--- src/hdl/tpe_defs.svh ---
// constants for the transmit phase fifo and 8b/10b encoder
// assumes inclusion by bare name from the package and the design file
`ifndef TPE_DEFS_SVH
`define TPE_DEFS_SVH
// channel geometry
`define TPE_CH_WIDTH 16
`define TPE_NUM_CH 1
`define TPE_LANES 2
`define TPE_FIFO_DEPTH 4
`define TPE_FIFO_WIDTH 22
// register offsets
`define TPE_CTRL_OFS 8'h00
`define TPE_STAT_OFS 8'h04
// control register fields and reset value
`define TPE_CTRL_RST 32'h0000_0001
`define TPE_EN_BIT 0
`define TPE_SLIP_LSB 8
`define TPE_SLIP_MSB 12
`define TPE_SLIP_MAX 5'h13
// status register fields
`define TPE_ST_EMPTY 0
`define TPE_ST_FULL 1
`define TPE_ST_ERR 2
`define TPE_ST_RD 3
`define TPE_ST_LVL_LSB 4
`define TPE_ST_LVL_MSB 6
`endif

--- src/hdl/tpe_pkg.sv ---
// types shared by the encoder and its test bench
// assumes tpe_defs.svh is on the include path
package tpe_pkg;
  `include "tpe_defs.svh"
  // parallel word from the fabric: channel width times channels
  typedef logic [`TPE_CH_WIDTH*`TPE_NUM_CH-1:0] tpe_data_type;
  typedef logic [`TPE_LANES-1:0] tpe_lane_type;
  typedef logic [10*`TPE_LANES-1:0] tpe_code_type;
  // one encoded symbol and the running disparity after it
  typedef struct packed {
    logic [9:0] code;
    logic rd;
  } tpe_enc_type;
  // complete state of the top module
  typedef struct packed {
    logic en;
    logic [4:0] slip;
    logic rd;
    tpe_code_type cur;
    tpe_code_type code;
    logic vld;
    logic [31:0] rdata;
  } tpe_top_state_type;
endpackage

--- src/hdl/tpe_encoder.sv ---
// transmit phase fifo and two-lane 8b/10b encoder with bit slip
// assumes fabric and transmit logic share i_clk (frequency locked, 0 ppm)
//
// Implementation choices: the strobed register port and the register addresses.
`timescale 1ns/1ps
`include "tpe_defs.svh"

// small synchronous fifo, count based, registered flags
module tpe_fifo #(
  parameter int WIDTH = 22,
  parameter int DEPTH = 4
) (
  // clock and reset
  input wire logic i_clk,
  input wire logic i_rst,
  // fill side
  input wire logic i_wr_valid,
  input wire logic [WIDTH-1:0] i_wr_data,
  output logic o_wr_ready,
  // drain side
  output logic o_rd_valid,
  output logic [WIDTH-1:0] o_rd_data,
  input wire logic i_rd_ready,
  // status
  output logic o_err,
  output logic [$clog2(DEPTH):0] o_level
);
  localparam int AW = $clog2(DEPTH);
  localparam logic [AW:0] FULL_CNT = (AW+1)'(DEPTH);
  typedef struct packed {
    logic [DEPTH-1:0][WIDTH-1:0] mem;
    logic [AW-1:0] wp;
    logic [AW-1:0] rp;
    logic [AW:0] cnt;
    logic rdy;
    logic vld;
    logic err;
  } tpe_fifo_state_type;
  tpe_fifo_state_type q, d;
  logic push, pop;

  // flags come from the next count, so they never lag a push or pop
  // push, pop and flag update
  always_comb begin
    d = q;
    push = i_wr_valid & q.rdy;
    pop = q.vld & i_rd_ready;
    if (push) begin
      d.mem[q.wp] = i_wr_data;
      d.wp = q.wp + 1'b1;
    end
    if (pop) begin
      d.rp = q.rp + 1'b1;
    end
    d.cnt = q.cnt + {{AW{1'b0}}, push} - {{AW{1'b0}}, pop};
    d.rdy = (d.cnt != FULL_CNT);
    d.vld = (d.cnt != '0);
    d.err = (d.cnt == '0) | (d.cnt == FULL_CNT);
  end

  // state register
  always_ff @(posedge i_clk) begin
    if (i_rst) begin
      q <= '0;
      q.rdy <= 1'b1;
      q.err <= 1'b1;
    end else begin
      q <= d;
    end
  end

  assign o_wr_ready = q.rdy;
  assign o_rd_valid = q.vld;
  assign o_rd_data = q.mem[q.rp];
  assign o_err = q.err;
  assign o_level = q.cnt;
endmodule

// Summary of operation
// - optional fabric write clock must be frequency locked, zero ppm, to transmit clock
// - parallel input is channel width times channel count bits wide
// - fifo error output is high while the phase fifo is full or empty
// - bonded setups clock fifo read and write from the shared clock unit
// - unbonded channels each provide their own fabric interface clock
// - transmitted stream is slipped by the selected number of bits; the code clamps a selection above 19 to 19
// - control-select high sends a K group, low sends a D group
// - control-select has one bit per byte lane
// - forced disparity: value high starts negative, low starts positive
// - disparity value has one bit per byte lane
// - force bit low follows normal running disparity, one bit per lane
module tpe_encoder (
  // clock and reset
  input wire logic i_clk,
  input wire logic i_rst,
  // fabric word stream
  input wire tpe_pkg::tpe_data_type i_tx_data,
  input wire tpe_pkg::tpe_lane_type i_ctrl_sel,
  input wire tpe_pkg::tpe_lane_type i_force_disp,
  input wire tpe_pkg::tpe_lane_type i_disp_val,
  input wire logic i_tx_valid,
  output logic o_tx_ready,
  // encoded stream, lane 0 in the upper ten bits
  output tpe_pkg::tpe_code_type o_tx_code,
  output logic o_tx_code_valid,
  output logic o_fifo_err,
  // register port
  input wire logic [7:0] i_addr,
  input wire logic [31:0] i_wdata,
  input wire logic i_wr,
  input wire logic i_rd,
  output logic [31:0] o_rdata
);
  import tpe_pkg::*;

  // 5b/6b and 3b/4b codes for negative disparity, a / f leftmost
  localparam logic [191:0] SIX_TBL = {
    6'b101011, 6'b011110, 6'b101110, 6'b001110, 6'b110110, 6'b010110, 6'b100110, 6'b110011,
    6'b111010, 6'b011010, 6'b101010, 6'b001011, 6'b110010, 6'b010011, 6'b100011, 6'b011011,
    6'b010111, 6'b011100, 6'b101100, 6'b001101, 6'b110100, 6'b010101, 6'b100101, 6'b111001,
    6'b111000, 6'b011001, 6'b101001, 6'b110101, 6'b110001, 6'b101101, 6'b011101, 6'b100111};
  localparam logic [31:0] FOUR_TBL = {
    4'b1110, 4'b0110, 4'b1010, 4'b1101, 4'b1100, 4'b0101, 4'b1001, 4'b1011};
  localparam int FW = `TPE_FIFO_WIDTH;
  localparam int CW = 10 * `TPE_LANES;

  // only K28.x and the Kx.7 groups are valid control codes
  // encode one byte; rd high means positive running disparity
  function automatic tpe_enc_type enc_byte(input logic [7:0] b, input logic k, input logic rd);
    tpe_enc_type r;
    logic [5:0] six;
    logic [3:0] four;
    logic rd6, bal6, bal4, alt, k28, flip;
    k28 = k && (b[4:0] == 5'h1c);
    six = k28 ? 6'b001111 : SIX_TBL[b[4:0]*6 +: 6];
    bal6 = ($countones(six) == 3);
    if (rd && (!bal6 || six == 6'b111000)) begin
      six = ~six;
    end
    rd6 = bal6 ? rd : ~rd;
    alt = (b[7:5] == 3'h7) && (k ||
          (!rd6 && (b[4:0] == 5'h11 || b[4:0] == 5'h12 || b[4:0] == 5'h14)) ||
          (rd6 && (b[4:0] == 5'h0b || b[4:0] == 5'h0d || b[4:0] == 5'h0e)));
    four = alt ? 4'b0111 : FOUR_TBL[b[7:5]*4 +: 4];
    bal4 = ($countones(four) == 2);
    if (k28 && bal4 && four != 4'b1100) begin
      flip = !rd6;
    end else begin
      flip = rd6 && (!bal4 || four == 4'b1100);
    end
    r.code = {six, flip ? ~four : four};
    r.rd = bal4 ? rd6 : ~rd6;
    return r;
  endfunction

  tpe_top_state_type q, d;
  logic [FW-1:0] fifo_out;
  logic fifo_vld, fifo_err, fifo_rdy, pop;
  logic [2:0] fifo_lvl;
  tpe_enc_type enc0, enc1;
  logic rd0_in, rd1_in;
  logic [2*CW-1:0] win;
  tpe_data_type pop_data;
  tpe_lane_type pop_ctrl, pop_force, pop_val;
  tpe_code_type cur_grp;
  localparam logic [31:0] CTRL_RST = `TPE_CTRL_RST;

  // fifo read and write on one clock
  // i_clk is this channel's interface clock
  // word width and per-lane flag bits
  tpe_fifo #(.WIDTH(FW), .DEPTH(`TPE_FIFO_DEPTH)) u_fifo (
    .i_clk(i_clk),
    .i_rst(i_rst),
    .i_wr_valid(i_tx_valid),
    .i_wr_data({i_disp_val, i_force_disp, i_ctrl_sel, i_tx_data}),
    .o_wr_ready(fifo_rdy),
    .o_rd_valid(fifo_vld),
    .o_rd_data(fifo_out),
    .i_rd_ready(q.en),
    .o_err(fifo_err),
    .o_level(fifo_lvl)
  );

  // unpack the word leaving the fifo
  assign {pop_val, pop_force, pop_ctrl, pop_data} = fifo_out;
  assign pop = fifo_vld & q.en;

  assign rd0_in = pop_force[0] ? ~pop_val[0] : q.rd;
  assign rd1_in = pop_force[1] ? ~pop_val[1] : enc0.rd;
  // K or D group per control bit
  assign enc0 = enc_byte(pop_data[7:0], pop_ctrl[0], rd0_in);
  assign enc1 = enc_byte(pop_data[15:8], pop_ctrl[1], rd1_in);

  // both groups of the popped word, lane 0 first
  assign cur_grp = {enc0.code, enc1.code};
  // slip window: older word above newer
  assign win = {q.cur, cur_grp};

  // next state: encoder, slip and register port
  always_comb begin
    d = q;
    d.vld = 1'b0;
    d.rdata = 32'h0000_0000;
    // one group per byte, disparity carried
    if (pop) begin
      d.cur = cur_grp;
      d.rd = enc1.rd;
      d.vld = 1'b1;
    end
    // delay the stream by the slip count
    if (pop) begin
      d.code = win[q.slip +: CW];
    end
    if (i_wr && i_addr == `TPE_CTRL_OFS) begin
      d.en = i_wdata[`TPE_EN_BIT];
      if (i_wdata[`TPE_SLIP_MSB:`TPE_SLIP_LSB] > `TPE_SLIP_MAX) begin
        d.slip = `TPE_SLIP_MAX;
      end else begin
        d.slip = i_wdata[`TPE_SLIP_MSB:`TPE_SLIP_LSB];
      end
    end
    if (i_rd) begin
      if (i_addr == `TPE_CTRL_OFS) begin
        d.rdata[`TPE_EN_BIT] = q.en;
        d.rdata[`TPE_SLIP_MSB:`TPE_SLIP_LSB] = q.slip;
      end else if (i_addr == `TPE_STAT_OFS) begin
        d.rdata[`TPE_ST_EMPTY] = ~fifo_vld;
        d.rdata[`TPE_ST_FULL] = ~fifo_rdy;
        d.rdata[`TPE_ST_ERR] = fifo_err;
        d.rdata[`TPE_ST_RD] = q.rd;
        d.rdata[`TPE_ST_LVL_MSB:`TPE_ST_LVL_LSB] = fifo_lvl;
      end
    end
  end

  // state register
  always_ff @(posedge i_clk) begin
    if (i_rst) begin
      q <= '0;
      q.en <= CTRL_RST[`TPE_EN_BIT];
    end else begin
      q <= d;
    end
  end

  // outputs
  assign o_tx_ready = fifo_rdy;
  assign o_tx_code = q.code;
  assign o_tx_code_valid = q.vld;
  assign o_fifo_err = fifo_err;
  assign o_rdata = q.rdata;
endmodule

--- config.mk ---
export PLATFORM = sky130hd
export DESIGN_NAME = tpe_encoder
export DESIGN_NICKNAME = d
export VERILOG_FILES = /design/src/hdl/tpe_pkg.sv /design/src/hdl/tpe_encoder.sv
export VERILOG_INCLUDE_DIRS = /design/src /design/src/hdl
export SDC_FILE = /design/constraint.sdc
export NUM_CORES = 1
export LEC_CHECK = 0
export ABC_AREA = 1
export BUFFER_PORTS_ARGS = -buffer_cell sky130_fd_sc_hd__buf_2
export CORE_MARGIN = 2
export CORE_UTILIZATION = 55
export DETAILED_ROUTE_END_ITERATION = 10
export GPL_TIMING_DRIVEN = 0
export PLACE_DENSITY = 0.76
export SLEW_MARGIN = 0
export SYNTH_ARGS = -nofsm -noshare
export SYNTH_HDL_FRONTEND = slang
export SYNTH_HIERARCHICAL = 1
export SYNTH_SLANG_ARGS = --single-unit
--- constraint.sdc ---
create_clock -name i_clk -period 28.6 [get_ports i_clk]
set_clock_uncertainty 0.1 [all_clocks]
set_input_delay 1.43 -clock i_clk [delete_from_list [all_inputs] [get_ports i_clk]]
set_output_delay 1.43 -clock i_clk [all_outputs]
set_load 0.05 [all_outputs]
==> results of run 1 <==
## per-layer routing
metal / GRT usage (%) / part of all wire, % / vias to the layer above
met4: 11.7 / 3.2 / 0
met2: 54.8 / 46 / 554
met5: 0 / 0 / -
met3: 5.50 / 8.2 / 72
li1: - / - / 5388
met1: 42.8 / 42 / 5049
## cells in the final DEF (no fill, tap or decap), types with 3 or more instances in the layout
cell type	n
sky130_fd_sc_hd__nand3_1	137
sky130_fd_sc_hd__a221oi_1	12
sky130_fd_sc_hd__inv_1	147
sky130_fd_sc_hd__nand3b_1	4
sky130_fd_sc_hd__buf_1	5
sky130_fd_sc_hd__fa_1	8
sky130_fd_sc_hd__nand2_2	14
sky130_fd_sc_hd__nand3_2	12
sky130_fd_sc_hd__o211ai_1	19
sky130_fd_sc_hd__nor2_1	234
sky130_fd_sc_hd__clkbuf_16	17
sky130_fd_sc_hd__conb_1	20
sky130_fd_sc_hd__nand4_1	7
sky130_fd_sc_hd__dfxtp_1	158
sky130_fd_sc_hd__buf_4	66
sky130_fd_sc_hd__nand2_1	301
sky130_fd_sc_hd__buf_2	101
sky130_fd_sc_hd__inv_2	18
sky130_fd_sc_hd__a31oi_1	6
sky130_fd_sc_hd__clkinv_8	9
sky130_fd_sc_hd__ha_1	31
sky130_fd_sc_hd__o21ai_0	165
sky130_fd_sc_hd__nor3_1	3
sky130_fd_sc_hd__o21ai_2	3
sky130_fd_sc_hd__mux2i_1	9
sky130_fd_sc_hd__nor2_4	5
sky130_fd_sc_hd__clkbuf_1	38
sky130_fd_sc_hd__o22ai_1	28
sky130_fd_sc_hd__a21oi_1	64
sky130_fd_sc_hd__xor2_1	3
sky130_fd_sc_hd__o21ai_1	34
sky130_fd_sc_hd__or2_2	8
## cells in the mapped netlist (all sizes together), types with 2 or more instances
cell type  number
clkinv          2
a22oi           2
o22ai          28
nand3b          4
dfxtp         158
nand4           9
a221oi         12
nand3         151
buf           100
mux2i           9
inv           165
fa              8
clkbuf         39
nand2         317
o21a            2
a21oi          66
o211ai         19
nor2          240
a31oi           6
or2            10
nor3            4
o21ai         202
o31ai           2
ha             31
xor2            3
## how the worst min path moves through the flow
| stage | startpoint | to | slack, ps | depth (start not counted) |
|---|---|---|---|---|
| 6_report | u_fifo/o_err$_SDFF_PP1_ | o_rdata[2]$_SDFF_PP0_ | 320 | 2 |
| 5_1_grt | u_fifo/o_err$_SDFF_PP1_ | o_rdata[2]$_SDFF_PP0_ | 350 | 2 |
| 4_1_cts | u_fifo/o_err$_SDFF_PP1_ | o_rdata[2]$_SDFF_PP0_ | 330 | 2 |
| 3_5_place_dp | u_fifo/o_err$_SDFF_PP1_ | o_rdata[2]$_SDFF_PP0_ | 320 | 2 |
| 3_3_place_gp | u_fifo/o_err$_SDFF_PP1_ | o_rdata[2]$_SDFF_PP0_ | 320 | 2 |
| 2_1_floorplan | q[73]$_SDFFE_PP0P_ | o_rdata[3]$_SDFF_PP0_ | 340 | 2 |
## metrics by stage
step           instance area (µm²)  hold WS [ps]
3_5_place_dp                 11200           321
6_report                     11800           323
4_1_cts                      11800           328
3_3_place_gp                 11200           320
5_1_grt                      11800           353
2_1_floorplan                10500           340
## worst reg2reg max path, delay by kind of cell, from the launching register on
family,cells,cell delay [ps]
simple gates,26,2920
compound gates,5,1940
flops,1,310
buf+inv,12,1680
fa+ha+maj,12,4120
## logic make-up after synthesis
logic type	count (synthesis)	share of synthesized area, %
fa+ha+maj	39	5.25
simple gates	738	31.0
buf+inv	307	13.9
compound gates	343	18.3
xor+xnor	4	0.336
flops	158	30.3
other cells	1	0.0359
mux	9	0.863
## registers in the layout (all words and copies together), names as in the netlist
register / count
o_rdata: 12
u_fifo/q: 92
u_fifo/o_err: 1
u_fifo/o_wr_ready: 1
u_fifo/o_level: 3
o_tx_code_valid: 1
u_fifo/o_rd_valid: 1
q: 27
o_tx_code: 20
## cell type report
class / instances / area, µm² / share of cell area (%)
multi-input cells: 1153 / 5890 / 49.9
flip-flops and latches: 158 / 3160 / 26.8
plain buffers: 140 / 828 / 7.01
inverters: 167 / 628 / 5.32
clock buffers: 17 / 425 / 3.60
repair buffers: 74 / 370 / 3.13
well taps: 234 / 293 / 2.48
clock inverters: 15 / 211 / 1.79
==> metrics.json, run 1 <==
{
  "outcome": {"value": "completed"},
  "maximum_level_of_the_cts_h_tree": {"value": 4},
  "clock.fmax": {"value": 0.0896, "unit": "GHz"},
  "grt_antenna_before_repair": {"value": 0},
  "synth_top_cell_by_area": {"value": "sky130_fd_sc_hd__dfxtp_1"},
  "timing.critical_path.arrival": {"value": 11440, "unit": "ps"},
  "postRouteWirelength": {"value": 33200, "unit": "µm"},
  "setup-violations-final": {"value": 0},
  "layout.cells.non_filler": {"value": 1958},
  "detail_route.first_pass.iterations": {"value": 6},
  "setup_slack_of_the_most_critical_reg_to_reg_path": {"value": 17440, "unit": "ps"},
  "min_period": {"value": 11160, "unit": "ps"},
  "grt_max_degree": {"value": 21},
  "drv.max_cap_violation_count": {"value": 0},
  "fillerInstances": {"value": 1802},
  "rows": {"value": 50},
  "synth_area_leaders": {"value": "sky130_fd_sc_hd__dfxtp_1 (30%), sky130_fd_sc_hd__nand2_1 (11%), sky130_fd_sc_hd__nor2_1 (8.4%)"},
  "number_of_routed_nets_with_antenna_violations": {"value": 0},
  "number_of_synthesized_register_bits": {"value": 158},
  "regToRegEndpoint": {"value": "o_tx_code[0]$_SDFFE_PP0P_"},
  "drcViolationCount": {"value": 0},
  "synth_enable_flop_cells": {"value": 0},
  "clock_path_buffers": {"value": 2},
  "synth_largest_type_area_fraction": {"value": 30.3, "unit": "%"},
  "post_cts_buffers": {"value": 0},
  "fin_ws": {"value": 17440, "unit": "ps"},
  "io_buffers": {"value": 74},
  "dp_hpwl": {"value": 24700, "unit": "µm"},
  "critical_path.startpoint": {"value": "u_fifo/q[6]$_SDFFE_PP0P_"},
  "final_core_utilization": {"value": 63.4, "unit": "%"},
  "grt_pass1_vias": {"value": 9969},
  "seq_area_frac_synth": {"value": 30.3, "unit": "%"},
  "route.vias.total": {"value": 11063},
  "post_synth_instance_area": {"value": 0.0104, "unit": "mm²"},
  "ys_types": {"value": 57},
  "post_drt_wl_per_cell": {"value": 16.9, "unit": "µm"},
  "total_die_area": {"value": 0.0201, "unit": "mm²"},
  "critical_path.endpoint": {"value": "o_tx_code[0]$_SDFFE_PP0P_"},
  "timing.setup.critical_path_class": {"value": "reg2reg"},
  "inserted_clock_buffers": {"value": 17},
  "cts_clock_pin_slew_for_the_worst_setup_and_hold_paths": {"value": 80, "unit": "ps"},
  "fraction_of_final_layout_cells_with_drive_strength_greater_than_1": {"value": 16.1, "unit": "%"},
  "required_time_at_the_worst_slack_endpoint": {"value": 28880, "unit": "ps"},
  "clock_sink_count": {"value": 158},
  "crit_path_max_incr_delay": {"value": 820, "unit": "ps"},
  "instance_count_on_the_critical_path": {"value": 55},
  "critical-path-slowest-cell": {"value": "sky130_fd_sc_hd__a221oi_1"},
  "floorplan.die.width": {"value": 142, "unit": "µm"},
  "clk-insertion-delay-late": {"value": 450, "unit": "ps"},
  "total_track_usage": {"value": 32.8, "unit": "%"},
  "yosys_most_used_dff": {"value": "sky130_fd_sc_hd__dfxtp_1"},
  "die_y": {"value": 142, "unit": "µm"},
  "reg2reg_depth": {"value": 55},
  "hold_viol": {"value": 0},
  "grt_first_pass_wirelength": {"value": 51600, "unit": "µm"},
  "fin_max_slew_vios": {"value": 0},
  "cts_repair_resize_count": {"value": 0},
  "crit_buf_inv": {"value": 12},
  "timing.final.crit_share": {"value": 39.0, "unit": "%"},
  "hold_path.class": {"value": "reg2reg"},
  "startpoint_type": {"value": "flop"},
  "global_route.overflow_total": {"value": 0},
  "synthesis.instances": {"value": 1599},
  "max_slew.worst_pin.slew": {"value": 918, "unit": "ps"},
  "ys_warn_count": {"value": 6},
  "crit_top_cell": {"value": "sky130_fd_sc_hd__nand2_1"},
  "dr.first_iter.drc_count": {"value": 1083},
  "clockRootBuffer": {"value": "sky130_fd_sc_hd__clkbuf_16"},
  "layout-area-overhead-vs-synth": {"value": 13.1, "unit": "%"},
  "num_antenna_cells": {"value": 0},
  "tritoncts": {"value": "done"},
  "placeableCoreArea": {"value": 0.0186, "unit": "mm²"},
  "postSynthAreaPerCell": {"value": 6.53, "unit": "µm²"},
  "total_negative_setup_slack": {"value": 0, "unit": "ps"},
  "post_placement_worst_setup_slack": {"value": 17610, "unit": "ps"},
  "setup_repair_after_global_routing_missed_its_margin": {"value": "no"},
  "postCtsHoldBufs": {"value": 0},
  "place_inst": {"value": 1926},
  "gpl.final_weighted_congestion": {"value": 1.04},
  "fin_nets": {"value": 1817},
  "crit_path_end_kind": {"value": "flop"},
  "route.detailed.vias_per_inst": {"value": 5.65},
  "crit_family": {"value": "adder cells"},
  "floorplan.initialDensity": {"value": 56.0, "unit": "%"},
  "worstPathMaxFanout": {"value": 10},
  "synth-async-reset-ratio": {"value": 0, "unit": "%"},
  "startpoint_of_the_most_critical_register_to_register_path": {"value": "u_fifo/q[6]$_SDFFE_PP0P_"},
  "worst_slew_margin_rel": {"value": 38.8, "unit": "%"},
  "io_pins": {"value": 122}
}
Power of run 1 is left out: the tool's default activity adds up to more than one toggle a clock period on the data nets, which glitch-free logic cannot reach.
==> run 2: changes to the inputs <==
--- a/config.mk
+++ b/config.mk
@@ -9,10 +9,10 @@
 export ABC_AREA = 1
 export BUFFER_PORTS_ARGS = -buffer_cell sky130_fd_sc_hd__buf_2
 export CORE_MARGIN = 2
-export CORE_UTILIZATION = 55
+export CORE_UTILIZATION = 54
 export DETAILED_ROUTE_END_ITERATION = 10
 export GPL_TIMING_DRIVEN = 0
-export PLACE_DENSITY = 0.76
+export PLACE_DENSITY = 0.78
 export SLEW_MARGIN = 0
 export SYNTH_ARGS = -nofsm -noshare
 export SYNTH_HDL_FRONTEND = slang
==> constraint.sdc (replaced) <==
create_clock -name i_clk -period 10.2 [get_ports i_clk]
set_clock_uncertainty 0.1 [all_clocks]
set_input_delay 0.51 -clock i_clk [delete_from_list [all_inputs] [get_ports i_clk]]
set_output_delay 0.51 -clock i_clk [all_outputs]
set_load 0.05 [all_outputs]
==> metrics.json, run 2 (synthesis gave the netlist of run 1 again) <==
{
  "worstPathMaxFanout": {"value": 10},
  "largest_register_ffs": {"value": 92},
  "clockRootBuffer": {"value": "sky130_fd_sc_hd__clkbuf_16"},
  "min_period": {"value": 9430, "unit": "ps"},
  "fin_ws": {"value": 770, "unit": "ps"},
  "tritoncts": {"value": "done"},
  "largest_register": {"value": "u_fifo/q"},
  "startpoint_type": {"value": "flop"},
  "route.detailed.vias_per_inst": {"value": 5.53},
  "crit_path_end_kind": {"value": "flop"},
  "timing.critical_path.arrival": {"value": 9710, "unit": "ps"},
  "cts_clock_pin_slew_for_the_worst_setup_and_hold_paths": {"value": 70, "unit": "ps"},
  "detail_route.first_pass.iterations": {"value": 6},
  "mostFrequentLayoutCell": {"value": "sky130_fd_sc_hd__nand2_1"},
  "required_time_at_the_worst_slack_endpoint": {"value": 10480, "unit": "ps"},
  "setup_repair_after_global_routing_missed_its_margin": {"value": "no"},
  "outcome": {"value": "completed"},
  "floorplan.initialDensity": {"value": 55.5, "unit": "%"},
  "fin_nets": {"value": 1821},
  "gpl.final_weighted_congestion": {"value": 1.04},
  "total_track_usage": {"value": 32.2, "unit": "%"},
  "layout-area-overhead-vs-synth": {"value": 15.1, "unit": "%"},
  "rows": {"value": 50},
  "inserted_clock_buffers": {"value": 17},
  "timing.setup.critical_path_class": {"value": "reg2reg"},
  "grt_max_degree": {"value": 20},
  "die_y": {"value": 143, "unit": "µm"},
  "fin_max_slew_vios": {"value": 0},
  "placeableCoreArea": {"value": 0.0188, "unit": "mm²"},
  "timing.final.crit_share": {"value": 92.5, "unit": "%"},
  "route.vias.total": {"value": 10987},
  "post_placement_worst_setup_slack": {"value": -844, "unit": "ps"},
  "fillerInstances": {"value": 1751},
  "grt_antenna_before_repair": {"value": 0},
  "drcViolationCount": {"value": 0},
  "drv.max_cap_violation_count": {"value": 0},
  "critical-path-slowest-cell": {"value": "sky130_fd_sc_hd__fa_1"},
  "num_antenna_cells": {"value": 0},
  "clock_sink_count": {"value": 158},
  "hold_viol": {"value": 0},
  "global_route.overflow_total": {"value": 0},
  "postRouteWirelength": {"value": 33000, "unit": "µm"},
  "dp_hpwl": {"value": 24700, "unit": "µm"},
  "hold_path.class": {"value": "in2reg"},
  "max_slew.worst_pin.slew": {"value": 693, "unit": "ps"},
  "dr.first_iter.drc_count": {"value": 869},
  "clock.fmax": {"value": 0.106, "unit": "GHz"},
  "io_pins": {"value": 122},
  "postCtsHoldBufs": {"value": 0},
  "final_core_utilization": {"value": 63.8, "unit": "%"},
  "worst_slew_margin_rel": {"value": 53.8, "unit": "%"},
  "io_buffers": {"value": 74},
  "hold-worst-slack": {"value": 163, "unit": "ps"},
  "maximum_level_of_the_cts_h_tree": {"value": 4},
  "clk-insertion-delay-late": {"value": 440, "unit": "ps"},
  "layout.cell_area.non_filler": {"value": 0.0120, "unit": "mm²"},
  "number_of_routed_nets_with_antenna_violations": {"value": 0},
  "crit_top_cell": {"value": "sky130_fd_sc_hd__nand2_1"},
  "total_die_area": {"value": 0.0205, "unit": "mm²"},
  "clock_path_buffers": {"value": 2},
  "crit_path_max_incr_delay": {"value": 540, "unit": "ps"},
  "grt_pass1_vias": {"value": 9979},
  "post_drt_wl_per_cell": {"value": 16.6, "unit": "µm"},
  "floorplan.die.width": {"value": 143, "unit": "µm"},
  "grt_first_pass_wirelength": {"value": 51300, "unit": "µm"},
  "fraction_of_final_layout_cells_with_drive_strength_greater_than_1": {"value": 17.7, "unit": "%"},
  "most-common-layout-cells": {"value": "sky130_fd_sc_hd__nand2_1 (299), sky130_fd_sc_hd__nor2_1 (233), sky130_fd_sc_hd__o21ai_0 (162), sky130_fd_sc_hd__dfxtp_1 (158), sky130_fd_sc_hd__inv_1 (145)"},
  "placed_cell_area": {"value": 0.0112, "unit": "mm²"},
  "setup-violations-final": {"value": 0}
}
[run 2: worst paths after layout]
check | startpoint | end | slack, ps | cells after the start
setup / recovery | u_fifo/q[6]$_SDFFE_PP0P_ | o_tx_code[0]$_SDFFE_PP0P_ | 770 | 61
hold / removal | i_rst | u_fifo/q[31]$_SDFFE_PP0P_ | 160 | 2
setup reg to reg | u_fifo/q[6]$_SDFFE_PP0P_ | o_tx_code[0]$_SDFFE_PP0P_ | 770 | 61
hold reg to reg | u_fifo/o_err$_SDFF_PP1_ | o_rdata[2]$_SDFF_PP0_ | 330 | 2
[run 2: final cells by class]
class	count	area [µm²]	share of cell area, %
Tap cell	260	325	2.71
Inverter	167	631	5.25
Timing Repair Buffer	78	400	3.33
Multi-Input combinational cell	1153	6000	50.0
Buffer	140	871	7.25
Clock inverter	15	198	1.65
Clock buffer	17	425	3.54
Sequential cell	158	3160	26.3
[run 2: per-layer routing]
layer	part of all wire, %	global-route usage, %	up-vias
met5	0	0	-
met4	4.0	15.4	0
met3	8.8	5.40	95
met2	46	53.1	539
met1	41	40.9	4959
li1	-	-	5394
[run 2: stage by stage]
step	setup TNS (ps)	std cells
floorplan	0	1618
global placement	-3380	1952
detailed placement	-5420	1952
CTS	0	1986
global route	0	1988
finish	0	1988
[run 2: critical path, delay by kind of cell (launching register included)]
kind | cells | cell delay, ps
AOI/OAI and AO/OA | 6 | 870
adders and majority gates | 11 | 3660
buffers and inverters | 14 | 1440
DFF | 1 | 300
and+or+nand+nor | 30 | 2950
[run 2: what timing repair did]
action                     CTS  global route
pin swaps                    1             2
setup endpoints to repair    9             9
buffers inserted             2             2
resized for setup           12            44
hold endpoints to repair     0             0
Power of run 2 is left out for the same reason.
==> run 3: changes to the inputs <==
--- a/config.mk
+++ b/config.mk
@@ -8,11 +8,13 @@
 export LEC_CHECK = 0
 export ABC_AREA = 1
 export BUFFER_PORTS_ARGS = -buffer_cell sky130_fd_sc_hd__buf_2
+export CAP_MARGIN = 5
 export CORE_MARGIN = 2
 export CORE_UTILIZATION = 54
 export DETAILED_ROUTE_END_ITERATION = 10
 export GPL_TIMING_DRIVEN = 0
 export PLACE_DENSITY = 0.78
+export RECOVER_POWER = 100
 export SLEW_MARGIN = 0
 export SYNTH_ARGS = -nofsm -noshare
 export SYNTH_HDL_FRONTEND = slang
==> metrics.json, run 3 (synthesis gave the netlist of run 1 again) <==
{
  "cts_clock_pin_slew_for_the_worst_setup_and_hold_paths": {"value": 80, "unit": "ps"},
  "startpoint_type": {"value": "flop"},
  "hold_path.class": {"value": "in2reg"},
  "post_drt_wl_per_cell": {"value": 16.6, "unit": "µm"},
  "fin_max_slew_vios": {"value": 0},
  "io_buffers": {"value": 74},
  "multi_input_comb_area": {"value": 0.00596, "unit": "mm²"},
  "timing.critical_path.arrival": {"value": 9710, "unit": "ps"},
  "detail_route.first_pass.iterations": {"value": 6},
  "rows": {"value": 50},
  "timing.final.crit_share": {"value": 92.5, "unit": "%"},
  "route.detailed.vias_per_inst": {"value": 5.52},
  "worstPathMaxFanout": {"value": 10},
  "global_route.overflow_total": {"value": 0},
  "num_antenna_cells": {"value": 0},
  "grt_first_pass_wirelength": {"value": 51300, "unit": "µm"},
  "floorplan.die.width": {"value": 143, "unit": "µm"},
  "postRouteWirelength": {"value": 33000, "unit": "µm"},
  "gpl.final_weighted_congestion": {"value": 1.04},
  "io_pins": {"value": 122},
  "worst_slew_margin_rel": {"value": 52.1, "unit": "%"},
  "fraction_of_final_layout_cells_with_drive_strength_greater_than_1": {"value": 14.4, "unit": "%"},
  "tritoncts": {"value": "done"},
  "drcViolationCount": {"value": 0},
  "clk-insertion-delay-late": {"value": 440, "unit": "ps"},
  "clockRootBuffer": {"value": "sky130_fd_sc_hd__clkbuf_16"},
  "placeableCoreArea": {"value": 0.0188, "unit": "mm²"},
  "maximum_level_of_the_cts_h_tree": {"value": 4},
  "route.vias.total": {"value": 10974},
  "fin_nets": {"value": 1821},
  "outcome": {"value": "completed"},
  "setup_repair_after_global_routing_missed_its_margin": {"value": "no"},
  "most-common-layout-cells": {"value": "sky130_fd_sc_hd__nand2_1 (302), sky130_fd_sc_hd__nor2_1 (236), sky130_fd_sc_hd__o21ai_0 (175), sky130_fd_sc_hd__dfxtp_1 (158), sky130_fd_sc_hd__inv_1 (149)"},
  "required_time_at_the_worst_slack_endpoint": {"value": 10480, "unit": "ps"},
  "dr.first_iter.drc_count": {"value": 864},
  "setup-violations-final": {"value": 0},
  "grt_max_degree": {"value": 20},
  "clock_sink_count": {"value": 158},
  "number_of_routed_nets_with_antenna_violations": {"value": 0},
  "dp_hpwl": {"value": 24700, "unit": "µm"},
  "total_track_usage": {"value": 32.2, "unit": "%"},
  "grt_antenna_before_repair": {"value": 0},
  "crit_top_cell": {"value": "sky130_fd_sc_hd__nand2_1"},
  "drv.max_cap_violation_count": {"value": 0},
  "layout-area-overhead-vs-synth": {"value": 14.1, "unit": "%"},
  "clock.fmax": {"value": 0.106, "unit": "GHz"},
  "max_slew.worst_pin.slew": {"value": 719, "unit": "ps"},
  "floorplan.initialDensity": {"value": 55.5, "unit": "%"},
  "inserted_clock_buffers": {"value": 17},
  "mostFrequentLayoutCell": {"value": "sky130_fd_sc_hd__nand2_1"},
  "total_die_area": {"value": 0.0205, "unit": "mm²"},
  "timing.setup.critical_path_class": {"value": "reg2reg"},
  "postCtsHoldBufs": {"value": 0},
  "largest_register_ffs": {"value": 92},
  "crit_path_max_incr_delay": {"value": 540, "unit": "ps"},
  "critical-path-slowest-cell": {"value": "sky130_fd_sc_hd__fa_1"},
  "register_area": {"value": 0.00316, "unit": "mm²"},
  "largest_register": {"value": "u_fifo/q"},
  "die_y": {"value": 143, "unit": "µm"},
  "hold_viol": {"value": 0},
  "grt_pass1_vias": {"value": 9979},
  "fillerInstances": {"value": 1787},
  "crit_path_end_kind": {"value": "flop"},
  "min_period": {"value": 9440, "unit": "ps"},
  "clock_path_buffers": {"value": 2},
  "final_core_utilization": {"value": 63.2, "unit": "%"}
}
[run 3: cell types whose count changed in the layout (fill, tap and decap cells not counted), moves of 2 or more]
| cell | delta |
|---|---|
| sky130_fd_sc_hd__inv_2 | -4 |
| sky130_fd_sc_hd__o21ai_1 | -12 |
| sky130_fd_sc_hd__buf_4 | -2 |
| sky130_fd_sc_hd__nor2_4 | -3 |
| sky130_fd_sc_hd__buf_2 | -41 |
| sky130_fd_sc_hd__inv_1 | +4 |
| sky130_fd_sc_hd__nor2_1 | +3 |
| sky130_fd_sc_hd__o21ai_0 | +13 |
| sky130_fd_sc_hd__nand2_1 | +3 |
| sky130_fd_sc_hd__clkbuf_1 | +46 |
| sky130_fd_sc_hd__nand2_2 | -3 |
[run 3: per-layer routing]
metal  vias to the layer above  track usage [%]  wire, µm
met5                         -                0         0
met4                         0             15.4      1350
met3                        87             5.40      2890
met2                       561             53.1     15100
met1                      4935             40.9     13600
li1                       5391                -         -
[run 3: layout make-up]
class                           instances  area share (%)
Buffer                                140            7.11
Clock buffer                           17            3.57
Clock inverter                         15            1.66
Inverter                              167            5.29
Multi-Input combinational cell       1153            50.1
Sequential cell                       158            26.6
Tap cell                              260            2.73
Timing Repair Buffer                   78            2.99
[run 3: critical path, delay by kind of cell, from the launching register on]
family | cells | cell delay (ps)
adder cells (fa/ha/maj) | 12 | 3790
AND/OR/NAND/NOR | 27 | 2660
buffers and inverters | 13 | 1380
AO/OA/AOI/OAI | 7 | 1110
flip-flops | 1 | 310
[run 3: path summary, 6_finish.rpt]
check                                start                         to  slack [ps]  cells past startpoint
setup / recovery  u_fifo/q[6]$_SDFFE_PP0P_  o_tx_code[0]$_SDFFE_PP0P_         760                     59
hold / removal                  i_wdata[0]         q[79]$_SDFFE_PP1P_         210                      3
setup reg to reg  u_fifo/q[6]$_SDFFE_PP0P_  o_tx_code[0]$_SDFFE_PP0P_         760                     59
hold reg to reg    u_fifo/o_err$_SDFF_PP1_      o_rdata[2]$_SDFF_PP0_         330                      2
[run 3: what timing repair did]
action,4_1_cts,5_1_grt
pin swaps,1,2
endpoints found under the setup margin,9,9
endpoints found under the hold margin,0,0
setup buffers,2,2
resized for setup,12,44
[run 3: metrics by stage]
stage | hold WS [ps] | cell area, µm² | setup WS (ps) | setup TNS (ps) | cells
global route | 227 | 11900 | 8.18 | 0 | 1988
detailed placement | 324 | 11200 | -844 | -5420 | 1952
finish | 209 | 11900 | 761 | 0 | 1988
global placement | 315 | 11200 | -619 | -3380 | 1952
CTS | 158 | 11900 | 8.09 | 0 | 1986
floorplan | 340 | 10500 | 1010 | 0 | 1618
Power of run 3 is left out for the same reason.
